File: config.mk
export PLATFORM = sky130hd
export DESIGN_NAME = ccd_discriminator
export DESIGN_NICKNAME = d
export VERILOG_FILES = /design/src/hw/ccd_pkg.sv /design/src/hw/ccd_discriminator.sv
export VERILOG_INCLUDE_DIRS = /design/src /design/src/hw
export SDC_FILE = /design/constraint.sdc
export NUM_CORES = 2
export LEC_CHECK = 0
export BUFFER_PORTS_ARGS = -buffer_cell sky130_fd_sc_hd__buf_2
export CAP_MARGIN = 20
export CORE_ASPECT_RATIO = 1.4
export CORE_UTILIZATION = 55
export CTS_BUF_LIST = sky130_fd_sc_hd__clkbuf_8 sky130_fd_sc_hd__clkbuf_16
export DETAILED_ROUTE_END_ITERATION = 8
export PLACE_DENSITY = 0.74
export SKIP_CTS_REPAIR_TIMING = 1
export SLEW_MARGIN = 20
export SYNTH_ARGS = -nofsm -noshare
export SYNTH_HDL_FRONTEND = slang
export SYNTH_SLANG_ARGS = --single-unit
File: constraint.sdc
create_clock -name i_clk -period 27.6 [get_ports i_clk]
set_input_delay 2.76 -clock i_clk [delete_from_list [all_inputs] [get_ports i_clk]]
set_output_delay 2.76 -clock i_clk [all_outputs]
set_load 0.005 [all_outputs]
File: src/hw/ccd_consts.svh
// constants for the charge comparison discriminator
`ifndef CCD_CONSTS_SVH
`define CCD_CONSTS_SVH
// register byte offsets
`define CCD_OFS_CTRL    8'h00
`define CCD_OFS_LEVEL   8'h04
`define CCD_OFS_ALPHA   8'h08
`define CCD_OFS_BETA    8'h0C
`define CCD_OFS_DELTA   8'h10
`define CCD_OFS_SCALE   8'h14
`define CCD_OFS_STATUS  8'h18
`define CCD_OFS_SLOW    8'h1C
`define CCD_OFS_FAST    8'h20
`define CCD_OFS_BASE    8'h24
`define CCD_OFS_PISO    8'h28
`define CCD_OFS_COUNT   8'h2C
// reset values
`define CCD_RST_LEVEL   16'h0100
`define CCD_RST_ALPHA   8'h05
`define CCD_RST_BETA    8'h64
`define CCD_RST_DELTA   16'h0001
`define CCD_RST_SCALE   4'h0
// field positions and counts
`define CCD_CTRL_EN     0
`define CCD_BASE_LEN    32
`define CCD_BASE_SHIFT  5
`define CCD_MA_LEN      8
`define CCD_MA_SHIFT    3
`define CCD_PISO_NUM    6
`define CCD_PISO_LEN    32
`endif

File: src/hw/ccd_pkg.sv
// types for the charge comparison discriminator
package ccd_pkg;
  typedef enum logic [2:0] {
    ST_IDLE,
    ST_INTEG,
    ST_CORR,
    ST_DISC
  } ccd_state_t;
  typedef struct packed {
    logic [7:0]  addr;
    logic [31:0] wdata;
    logic        we;
    logic        re;
  } ccd_bus_t;
endpackage : ccd_pkg

File: src/hw/ccd_discriminator.sv
// neutron/gamma charge comparison discriminator with register port
// Summary of operation
// one sample per clock in; trigger pulse out when event is a neutron
// state machine starts and sequences threshold, integration, correction
// eight-sample moving average feeds the threshold detector
// threshold pulse when filtered signal crosses the programmed level
// sums built by running addition; baseline over 32 samples before start
// fast sum over samples 1..alpha, slow sum over alpha+1..beta
// each sum raises its own done flag
// correction starts only after all three done flags are present
// slow minus beta*mean, fast minus alpha*mean
// neutron when corrected slow >= delta * corrected fast
// six shift-out registers expose results serially
// corrected fast scaled by two to the power scale
// software should use beta near 100 and alpha 5 or 6
// samples arrive as 14-bit words
// mean baseline is the baseline sum shifted right by five
`timescale 1ns/1ps
`default_nettype none
`include "ccd_consts.svh"
module ccd_discriminator import ccd_pkg::*; #(
  parameter int SMP_W = 14
) (
  input  wire logic        i_clk,
  input  wire logic        i_arst_n,
  input  wire ccd_bus_t    i_bus,
  input  wire logic [13:0] i_smp,
  input  wire logic        i_smp_vld,
  output logic      [31:0] o_rdata,
  output logic             o_trig_req,
  output logic             o_neutron,
  output logic             o_busy,
  output logic      [5:0]  o_piso_sdo,
  output logic             o_piso_vld
);
  // ==========================================================
  // elaboration check
  if (SMP_W != 14) begin : g_chk
    $error("sample width must be 14");
  end

  // ==========================================================
  // reset release
  logic rst_a_r, rst_n_r;
  always_ff @(posedge i_clk or negedge i_arst_n) begin
    if (!i_arst_n) begin
      rst_a_r <= 1'b0;
      rst_n_r <= 1'b0;
    end else begin
      rst_a_r <= 1'b1;
      rst_n_r <= rst_a_r;
    end
  end

  // ==========================================================
  // configuration registers
  logic        en_r;
  logic [15:0] level_r, delta_r;
  logic [7:0]  alpha_r, beta_r;
  logic [3:0]  scale_r;
  logic        piso_go;
  always_ff @(posedge i_clk or negedge rst_n_r) begin
    if (!rst_n_r) begin
      en_r    <= 1'b0;
      level_r <= `CCD_RST_LEVEL;
      alpha_r <= `CCD_RST_ALPHA;
      beta_r  <= `CCD_RST_BETA;
      delta_r <= `CCD_RST_DELTA;
      scale_r <= `CCD_RST_SCALE;
    end else if (i_bus.we) begin
      case (i_bus.addr)
        `CCD_OFS_CTRL:  en_r    <= i_bus.wdata[`CCD_CTRL_EN];
        `CCD_OFS_LEVEL: level_r <= i_bus.wdata[15:0];
        `CCD_OFS_ALPHA: alpha_r <= i_bus.wdata[7:0];
        `CCD_OFS_BETA:  beta_r  <= i_bus.wdata[7:0];
        `CCD_OFS_DELTA: delta_r <= i_bus.wdata[15:0];
        `CCD_OFS_SCALE: scale_r <= i_bus.wdata[3:0];
        default: ;
      endcase
    end
  end
  assign piso_go = i_bus.we && (i_bus.addr == `CCD_OFS_PISO);
  // beta must exceed alpha, else the slow window is empty
  logic cfg_ok;
  assign cfg_ok = (alpha_r != 8'h00) && (beta_r > alpha_r);

  // ==========================================================
  // moving average and baseline history
  logic [13:0] ma_buf [0:7];
  logic [13:0] bl_buf [0:31];
  logic [16:0] ma_sum_r;
  logic [18:0] bl_sum_r;
  logic [13:0] filt;
  assign filt = ma_sum_r[16:3]; // divide by eight
  always_ff @(posedge i_clk or negedge rst_n_r) begin
    if (!rst_n_r) begin
      for (int k = 0; k < `CCD_MA_LEN; k++) ma_buf[k] <= 14'h0000;
      for (int k = 0; k < `CCD_BASE_LEN; k++) bl_buf[k] <= 14'h0000;
      ma_sum_r <= 17'h00000;
      bl_sum_r <= 19'h00000;
    end else if (i_smp_vld) begin
      ma_buf[0] <= i_smp;
      bl_buf[0] <= i_smp;
      for (int k = 1; k < `CCD_MA_LEN; k++) ma_buf[k] <= ma_buf[k-1];
      for (int k = 1; k < `CCD_BASE_LEN; k++) bl_buf[k] <= bl_buf[k-1];
      // running sums drop the oldest sample as the newest enters
      ma_sum_r <= ma_sum_r + 17'(i_smp) - 17'(ma_buf[7]);
      bl_sum_r <= bl_sum_r + 19'(i_smp) - 19'(bl_buf[31]);
    end
  end

  // ==========================================================
  // threshold detector: rising crossing of the level
  logic above_r, thr_pulse;
  always_ff @(posedge i_clk or negedge rst_n_r) begin
    if (!rst_n_r) above_r <= 1'b0;
    else          above_r <= (16'(filt) >= level_r);
  end
  assign thr_pulse = (16'(filt) >= level_r) && !above_r;

  // ==========================================================
  // main controller
  ccd_state_t  state_r;
  logic [7:0]  cnt_r;
  logic [31:0] fs_r, ss_r, ib_r;
  logic        f_done_r, s_done_r, b_done_r, all_done;
  logic signed [31:0] cs_r, cf_r, mean;
  logic signed [47:0] rhs;
  logic        cls;
  assign all_done = f_done_r && s_done_r && b_done_r;
  assign mean = $signed(ib_r) >>> `CCD_BASE_SHIFT;
  assign rhs  = 48'($signed({1'b0, delta_r})) * 48'(cf_r);
  assign cls  = 48'(cs_r) >= rhs;

  // state sequence; threshold ignored while a pulse is processed
  always_ff @(posedge i_clk or negedge rst_n_r) begin
    if (!rst_n_r) state_r <= ST_IDLE;
    else begin
      case (state_r)
        ST_IDLE:  if (en_r && cfg_ok && thr_pulse) state_r <= ST_INTEG;
        ST_INTEG: if (all_done) state_r <= ST_CORR;
        ST_CORR:  state_r <= ST_DISC;
        ST_DISC:  state_r <= ST_IDLE;
        default:  state_r <= ST_IDLE;
      endcase
    end
  end

  // integrators and their done flags
  logic [7:0] cnt_nxt;
  assign cnt_nxt = cnt_r + 8'h01;
  always_ff @(posedge i_clk or negedge rst_n_r) begin
    if (!rst_n_r) begin
      cnt_r    <= 8'h00;
      fs_r     <= 32'h0000_0000;
      ss_r     <= 32'h0000_0000;
      ib_r     <= 32'h0000_0000;
      f_done_r <= 1'b0;
      s_done_r <= 1'b0;
      b_done_r <= 1'b0;
    end else if (state_r == ST_IDLE) begin
      if (en_r && cfg_ok && thr_pulse) begin
        cnt_r    <= 8'h00;
        fs_r     <= 32'h0000_0000;
        ss_r     <= 32'h0000_0000;
        ib_r     <= 32'(bl_sum_r);
        b_done_r <= 1'b1;
        f_done_r <= 1'b0;
        s_done_r <= 1'b0;
      end
    end else if (state_r == ST_INTEG && i_smp_vld && !s_done_r) begin
      cnt_r <= cnt_nxt;
      if (cnt_nxt <= alpha_r) fs_r <= fs_r + 32'(i_smp);
      else                    ss_r <= ss_r + 32'(i_smp);
      if (cnt_nxt == alpha_r) f_done_r <= 1'b1;
      if (cnt_nxt == beta_r)  s_done_r <= 1'b1;
    end
  end

  // pedestal correction, one cycle, then discrimination
  always_ff @(posedge i_clk or negedge rst_n_r) begin
    if (!rst_n_r) begin
      cs_r <= 32'sh0000_0000;
      cf_r <= 32'sh0000_0000;
    end else if (state_r == ST_CORR) begin
      cs_r <= $signed(ss_r) - 32'($signed({1'b0, beta_r}) * mean);
      // power-of-two scale lets delta stay an integer
      cf_r <= ($signed(fs_r) - 32'($signed({1'b0, alpha_r}) * mean))
              <<< scale_r;
    end
  end

  // trigger request and class outputs
  logic [31:0] count_r;
  always_ff @(posedge i_clk or negedge rst_n_r) begin
    if (!rst_n_r) begin
      o_trig_req <= 1'b0;
      o_neutron  <= 1'b0;
      count_r    <= 32'h0000_0000;
    end else begin
      o_trig_req <= (state_r == ST_DISC) && cls;
      if (state_r == ST_DISC) begin
        o_neutron <= cls;
        if (cls) count_r <= count_r + 32'h0000_0001;
      end
    end
  end

  always_ff @(posedge i_clk or negedge rst_n_r) begin
    if (!rst_n_r) o_busy <= 1'b0;
    else          o_busy <= (state_r != ST_IDLE);
  end

  // ==========================================================
  // shift-out registers for an external analyser
  logic [31:0] piso_r [0:5];
  logic [5:0]  piso_cnt_r;
  always_ff @(posedge i_clk or negedge rst_n_r) begin
    if (!rst_n_r) begin
      for (int k = 0; k < `CCD_PISO_NUM; k++) piso_r[k] <= 32'h0000_0000;
      piso_cnt_r <= 6'h00;
      o_piso_sdo <= 6'h00;
      o_piso_vld <= 1'b0;
    end else if (state_r == ST_DISC) begin
      piso_r[0] <= ss_r;
      piso_r[1] <= fs_r;
      piso_r[2] <= ib_r;
      piso_r[3] <= cs_r;
      piso_r[4] <= cf_r;
      piso_r[5] <= {31'h0000_0000, cls};
    end else if (piso_cnt_r != 6'h00) begin
      // msb first, all six lanes in step
      for (int k = 0; k < `CCD_PISO_NUM; k++) begin
        o_piso_sdo[k] <= piso_r[k][31];
        piso_r[k]     <= {piso_r[k][30:0], 1'b0};
      end
      o_piso_vld <= 1'b1;
      piso_cnt_r <= piso_cnt_r - 6'h01;
    end else begin
      o_piso_vld <= 1'b0;
      if (piso_go) piso_cnt_r <= 6'(`CCD_PISO_LEN);
    end
  end

  // ==========================================================
  // register read port, data one cycle after the strobe
  function automatic logic [31:0] rd_mux(input logic [7:0] a);
    case (a)
      `CCD_OFS_CTRL:   rd_mux = {31'h0, en_r};
      `CCD_OFS_LEVEL:  rd_mux = {16'h0, level_r};
      `CCD_OFS_ALPHA:  rd_mux = {24'h0, alpha_r};
      `CCD_OFS_BETA:   rd_mux = {24'h0, beta_r};
      `CCD_OFS_DELTA:  rd_mux = {16'h0, delta_r};
      `CCD_OFS_SCALE:  rd_mux = {28'h0, scale_r};
      `CCD_OFS_STATUS: rd_mux = {26'h0, !cfg_ok, o_piso_vld, o_neutron,
                                 b_done_r, s_done_r, f_done_r};
      `CCD_OFS_SLOW:   rd_mux = cs_r;
      `CCD_OFS_FAST:   rd_mux = cf_r;
      `CCD_OFS_BASE:   rd_mux = ib_r;
      `CCD_OFS_PISO:   rd_mux = {26'h0, piso_cnt_r};
      `CCD_OFS_COUNT:  rd_mux = count_r;
      default:         rd_mux = 32'h0000_0000; // unmapped reads zero
    endcase
  endfunction

  always_ff @(posedge i_clk or negedge rst_n_r) begin
    if (!rst_n_r)      o_rdata <= 32'h0000_0000;
    else if (i_bus.re) o_rdata <= rd_mux(i_bus.addr);
    else               o_rdata <= 32'h0000_0000;
  end
endmodule : ccd_discriminator
`default_nettype wire

; Yosys cells after proc, flatten, opt, wreduce, memory -nomap -nowiden
; Cells that the tools add are included.
; Widths: inputs -> output; s select.
[word_totals]
register_bits = 973
elab_cells = 173
[classes]
n_addsub = 11
mul = 3
magnitude_cmp = 4
eq_ne = 19
shift = 1
n_mux = 27
bitwise_logic = 1
reduce_logical = 40
[ops]
columns = operator, n
row1 = $mux 192, 2
row2 = $pmux 32 s12, 1
row3 = $mux 32, 8
row4 = $add 32x14->32, 2
row5 = $sub 32x23->32, 2
row6 = $ge 32x48->1, 1
row7 = $mul 17x32->48, 1
row8 = $mul 8x14->22, 2
row9 = $add 32x1->32 const B, 1
row10 = $eq 8x5->1 const B, 4
row11 = $eq 8x6->1 const B, 4
row12 = $sshl 32x4->32, 1
row13 = $mux 8, 3
row14 = $reduce_and 2->1, 12
row15 = $add 19x14->19, 1
row16 = $sub 19x14->19, 1
row17 = $add 17x14->17, 1
row18 = $sub 17x14->17, 1
row19 = $eq 8x4->1 const B, 2
row20 = $eq 8x8->1, 2
row21 = $ge 14x16->1, 1
row22 = $mux 6, 2
row23 = $reduce_and 3->1, 4
row24 = $reduce_bool 2->1, 6
row25 = 19 further kinds, 41

; Logic depth before layout (Yosys ltp)
[logic_depth]
word_depth = 6
mapped_depth = 38
ltp_nobuf = 35

; Worst setup path before layout
; OpenSTA, ideal clock, no wires.
[synth_timing]
kind = register to register
startpoint = register cf_r[20]
endpoint = register count_r[27]
t_arrival_ps = 8507
t_required_ps = 27521
path_slack_ps = 19014
stages_incl_launch_ff = 36
synth_period_minus_slack_ps = 8586
path_cell_list = dfrtp_1 clkbuf_1 clkbuf_1 nand2_1 fa_1 fa_1 fa_1 inv_1 fa_1 fa_1 inv_1 fa_1 inv_1 ha_1 clkbuf_1 a21o_1 a211oi_1 nand2_1 nor2_1 a21oi_1 a211oi_1 o21ai_1 a31o_2 xnor2_1 ha_1 nand4_1 or2_2 nor2_1 nand3_1 a211o_1 nand3_1 o211ai_1 or2_2 clkbuf_1 nor4_1 xor2_1
[synth_via]
elab_chain_cells = 3
[synth_rtl]
columns = element, line
row1 = start: declaration, ccd_discriminator.sv:127  ; logic signed [31:0] cs_r, cf_r, mean;
row2 = start signal: assignment, ccd_discriminator.sv:188  ; cf_r <= ($signed(fs_r) - 32'($signed({1'b0, alpha_r}) * mean))
row3 = $mul 17x32->48, ccd_discriminator.sv:132  ; assign rhs = 48'($signed({1'b0, delta_r})) * 48'(cf_r);
row4 = $ge 32x48->1, ccd_discriminator.sv:133  ; assign cls = 48'(cs_r) >= rhs;
row5 = $reduce_and 2->1 (no line), n/a
row6 = end signal: assignment, ccd_discriminator.sv:204  ; if (cls) count_r <= count_r + 32'h0000_0001;
row7 = end: declaration, ccd_discriminator.sv:194  ; logic [31:0] count_r;
; No other way between the ends.
; A chain may end at the register's enable or synchronous reset.

; Worst setup path after layout
[layout_timing]
startpoint = register delta_r[3]
endpoint = register count_r[27]
[layout_via]
elab_chain_cells = 3
[layout_rtl]
columns = element, line
row1 = start: declaration, ccd_discriminator.sv:58  ; logic [15:0] level_r, delta_r;
row2 = start signal: assignment, ccd_discriminator.sv:68  ; delta_r <= `CCD_RST_DELTA;
row3 = start signal: assignment, ccd_discriminator.sv:76  ; `CCD_OFS_DELTA: delta_r <= i_bus.wdata[15:0];
row4 = $mul 17x32->48, ccd_discriminator.sv:132
row5 = $ge 32x48->1, ccd_discriminator.sv:133
row6 = $reduce_and 2->1 (no line), n/a
; No other way between the ends.

==> flow_summary.rst <==
.. list-table::
   :header-rows: 1

   * - Metric
     - Value
   * - Cells on Worst Hold Path
     - 0
   * - Total routing usage reported by global routing
     - 29.1%
   * - Router iterations before antenna repair
     - 8
   * - Slowest cell on crit path
     - dfrtp_1
   * - Max cap viols
     - 0
   * - Final period demand of the worst path
     - 11.55 ns
   * - Grt met3 use
     - 4.80%
   * - TritonCTS clock tree
     - done
   * - Register cell area after layout
     - 24,300 sq um
   * - Most used cell, CP
     - fa_1
   * - Leading cell types by total area after synthesis
     - dfrtp_1 (33%), fa_1 (18%), mux2_2 (8.6%)
   * - Count of cell types in the netlist
     - 87
   * - Outcome
     - finished clean
   * - Area share of fa/ha/maj cells after synthesis
     - 24.7%
   * - Post-synth net total
     - 8,255
   * - Final-layout fill cell count
     - 10,800
   * - Busiest grt layer
     - met2
   * - Main combinational cell family by area after synthesis
     - adder cells
   * - Power per cell area
     - 85.0 nW/um^2
   * - Final period utilization
     - 41.9%
   * - Die boundary height
     - 434 um
   * - Clk Tree Root Cell
     - clkbuf_16
   * - Area growth from synthesis to layout
     - 7.11%
   * - Capture point of the worst reg-to-reg path
     - count_r[27]
   * - Non-filler cells, final
     - 8,862
   * - Via count of the first global-routing pass
     - 54,900
   * - Worst endpoint data arrival time
     - 12.18 ns
   * - Worst r2r path cells
     - 34
   * - Leakage power
     - 38.8 nW
   * - Largest net degree at the start of global routing
     - 192
   * - Routed via count
     - 52,100
   * - Met1 Usage GRT
     - 34.4%
   * - Final worst clock skew
     - 0.0742 ns
   * - Multi-input gate area
     - 43,900 sq um
   * - CP Class
     - reg2reg
   * - Share of cells above drive strength 1
     - 13.5%
   * - Kind of capture point of the worst setup path
     - flop
   * - Type of element launching the critical path
     - flop
   * - Horiz. Die Dim
     - 310 um
   * - Number of instances in the synthesized netlist
     - 7,145
   * - Std-Cell Core Area
     - 132,000 sq um
   * - Starting DRC count in detailed routing
     - 3,949
   * - Achievable clock frequency
     - 86.6 MHz
   * - Worst path top cell family by delay
     - adder cells
   * - Number of buffers inserted during clock tree synthesis
     - 91
   * - GR Util met2
     - 49.0%
   * - Startpoint of the tightest hold check path
     - rst_a_r
   * - Total number of clock tree sinks
     - 972
   * - Routed Antenna Nets
     - 0
   * - Synthesis-stage register bit count
     - 972
   * - Buffers plus inverters on the worst setup path
     - 5
   * - Reg-to-reg startpoint
     - delta_r[3]
   * - Commonest register cell after synthesis
     - dfrtp_1
   * - Data required time of the worst path
     - 28.23 ns
   * - Number of synthesized flops with an enable pin
     - 0
   * - H-tree level count
     - 3
   * - Leading cell type in the layout, fill and taps excluded
     - dfrtp_1
   * - Top Ports
     - 101
   * - Final Hold Vio Count
     - 0
   * - Clock Pin Slew Worst Setup and Hold Paths
     - 0.07 ns
   * - FP Rows
     - 158
   * - Average cell area after synthesis
     - 10.2 sq um
   * - Number of vias per cell
     - 5.87
   * - Synth warn
     - 0
   * - Multiplexer area fraction after synthesis
     - 11.4%
   * - Worst-Skew Late Latency
     - 0.74 ns
   * - Drt wl/cell
     - 21.3 um
   * - Number of port buffers
     - 84
   * - Post-synthesis async set-or-reset flop share
     - 100%
   * - Xor/xnor cell area share of the yosys netlist
     - 3.14%
   * - Worst min-delay path endpoint
     - rst_n_r
   * - Worst slew slack as a fraction of its limit
     - 16.4%
   * - Sequential area share after synthesis
     - 33.2%
   * - Area fraction in and, or, nand and nor cells after synthesis
     - 11.4%
   * - Total wirelength of the detailed-routed design
     - 189,000 um
   * - Routability congestion estimate from global placement
     - 0.986
   * - Max-slew violation count
     - 0
   * - Commonest cells after routing, fill and taps aside
     - dfrtp_1 (959), inv_1 (946), nand2_1 (789), fa_1 (660), mux2_2 (558)
   * - Post-synth top area cell
     - dfrtp_1
   * - DRC violations left
     - 0
   * - Half-perimeter wire length after placement
     - 141,000 um
   * - Wire length of the first global-routing pass
     - 302,000 um
   * - R2R Setup Slk
     - 16.05 ns
   * - Setup repair after global routing missed its margin
     - false
   * - Max stage delay on crit path
     - 0.74 ns
   * - Worst voltage drop across the vdd grid
     - 0.0810 mV
   * - Initial Utilization
     - 55.3%
   * - Post-synth top area share
     - 33.0%
   * - Antenna violations before repair
     - 6
   * - Worst min-delay path category
     - reg2reg
   * - Cell area after synthesis
     - 73,200 sq um
   * - Largest fanout on the critical path
     - 23
   * - Sum of negative setup slack
     - 0 ns
   * - Final global-route overflow total
     - 0
   * - Placed Cells incl. Taps
     - 8,686
   * - Slew at the pin closest to its max-slew limit
     - 1.25 ns
   * - Deepest clock path buffer count
     - 3
   * - Total Nets Final
     - 8,130
   * - Final setup violation count
     - 0
   * - Die Area
     - 135,000 sq um
   * - Share of the synthesized area in compound gates (AO/OA/AOI/OAI)
     - 9.27%
-- worst max path at each step --
stage,end,start,depth (start not counted)
after floorplan,above_r,rst_n_r,0
after global routing,count_r[27],delta_r[3],34
final,count_r[27],delta_r[3],34
after CTS,count_r[27],delta_r[3],34
after global placement,count_r[27],delta_r[3],34
after detailed placement,count_r[27],delta_r[3],34
-- layer usage --
layer,wire (um),share of wire (%),vias up
met5,14,0.0074,-
met4,13500,7.2,2
met3,11900,6.3,624
met2,92600,49,1810
met1,70700,37,26300
li1,-,-,23300
-- sequential cells by signal, summed over array words and instances (netlist names), 16 cells and up --
name,count
bl_sum_r,19
piso_r,192
o_rdata,32
ma_sum_r,17
count_r,32
cs_r,32
level_r,16
ib_r,19
cf_r,32
ss_r,32
fs_r,32
delta_r,16
bl_buf,448
-- per-stage QoR --
stage                     instance area [sq um]  setup WS, ns  util (%)  hold WS (ns)  total power, mW
after floorplan                           73200         11.84         -         0.331             4.41
after global placement                    75100         16.39      56.8         0.334             5.18
after detailed placement                  75100         16.30      56.8         0.342             5.29
after CTS                                 78300         16.25      59.2         0.355             6.66
after global routing                      78400         15.92      59.3         0.356             7.12
final                                     78400         16.05      59.3         0.350             6.66
-- area by class of cell --
| class | count | share of cell area [%] |
|---|---|---|
| multi-input combinational | 4844 | 56.0 |
| antenna | 6 | 0.0192 |
| timing repair buffer | 179 | 1.52 |
| inverter | 932 | 4.46 |
| sequential | 972 | 31.1 |
| clock buffer | 107 | 3.20 |
| clock inverter | 62 | 0.905 |
| tap | 1760 | 2.81 |
-- cell usage after synthesis (40+ instances only) --
cell type / number
nor2_1: 234
nand2_1: 789
inv_1: 929
mux2_2: 558
o21ai_0: 273
mux2i_1: 178
a22oi_1: 42
nand3_1: 89
clkbuf_1: 375
fa_1: 660
a21oi_1: 201
ha_1: 391
nor3_1: 74
a21o_1: 109
a22o_1: 71
xnor2_1: 143
and3_1: 40
xor2_1: 119
dfrtp_1: 965
and2_1: 327
-- power breakdown --
group          switching [mW]  internal (mW)  total (mW)
clock network           0.589          0.744        1.33
registers               0.440           1.87        2.31
logic                    1.70           1.31        3.01
-- cells by family (layout without fill, tap and decap cells) --
family,Yosys count,count (layout)
simple gates,1757,1757
buf+inv,1329,1280
fa+ha+maj,1051,1051
compound gates,1026,1026
flops,972,972
mux,747,747
xor+xnor,262,262
other cells,1,7
(Power assumes the default switching activity.)
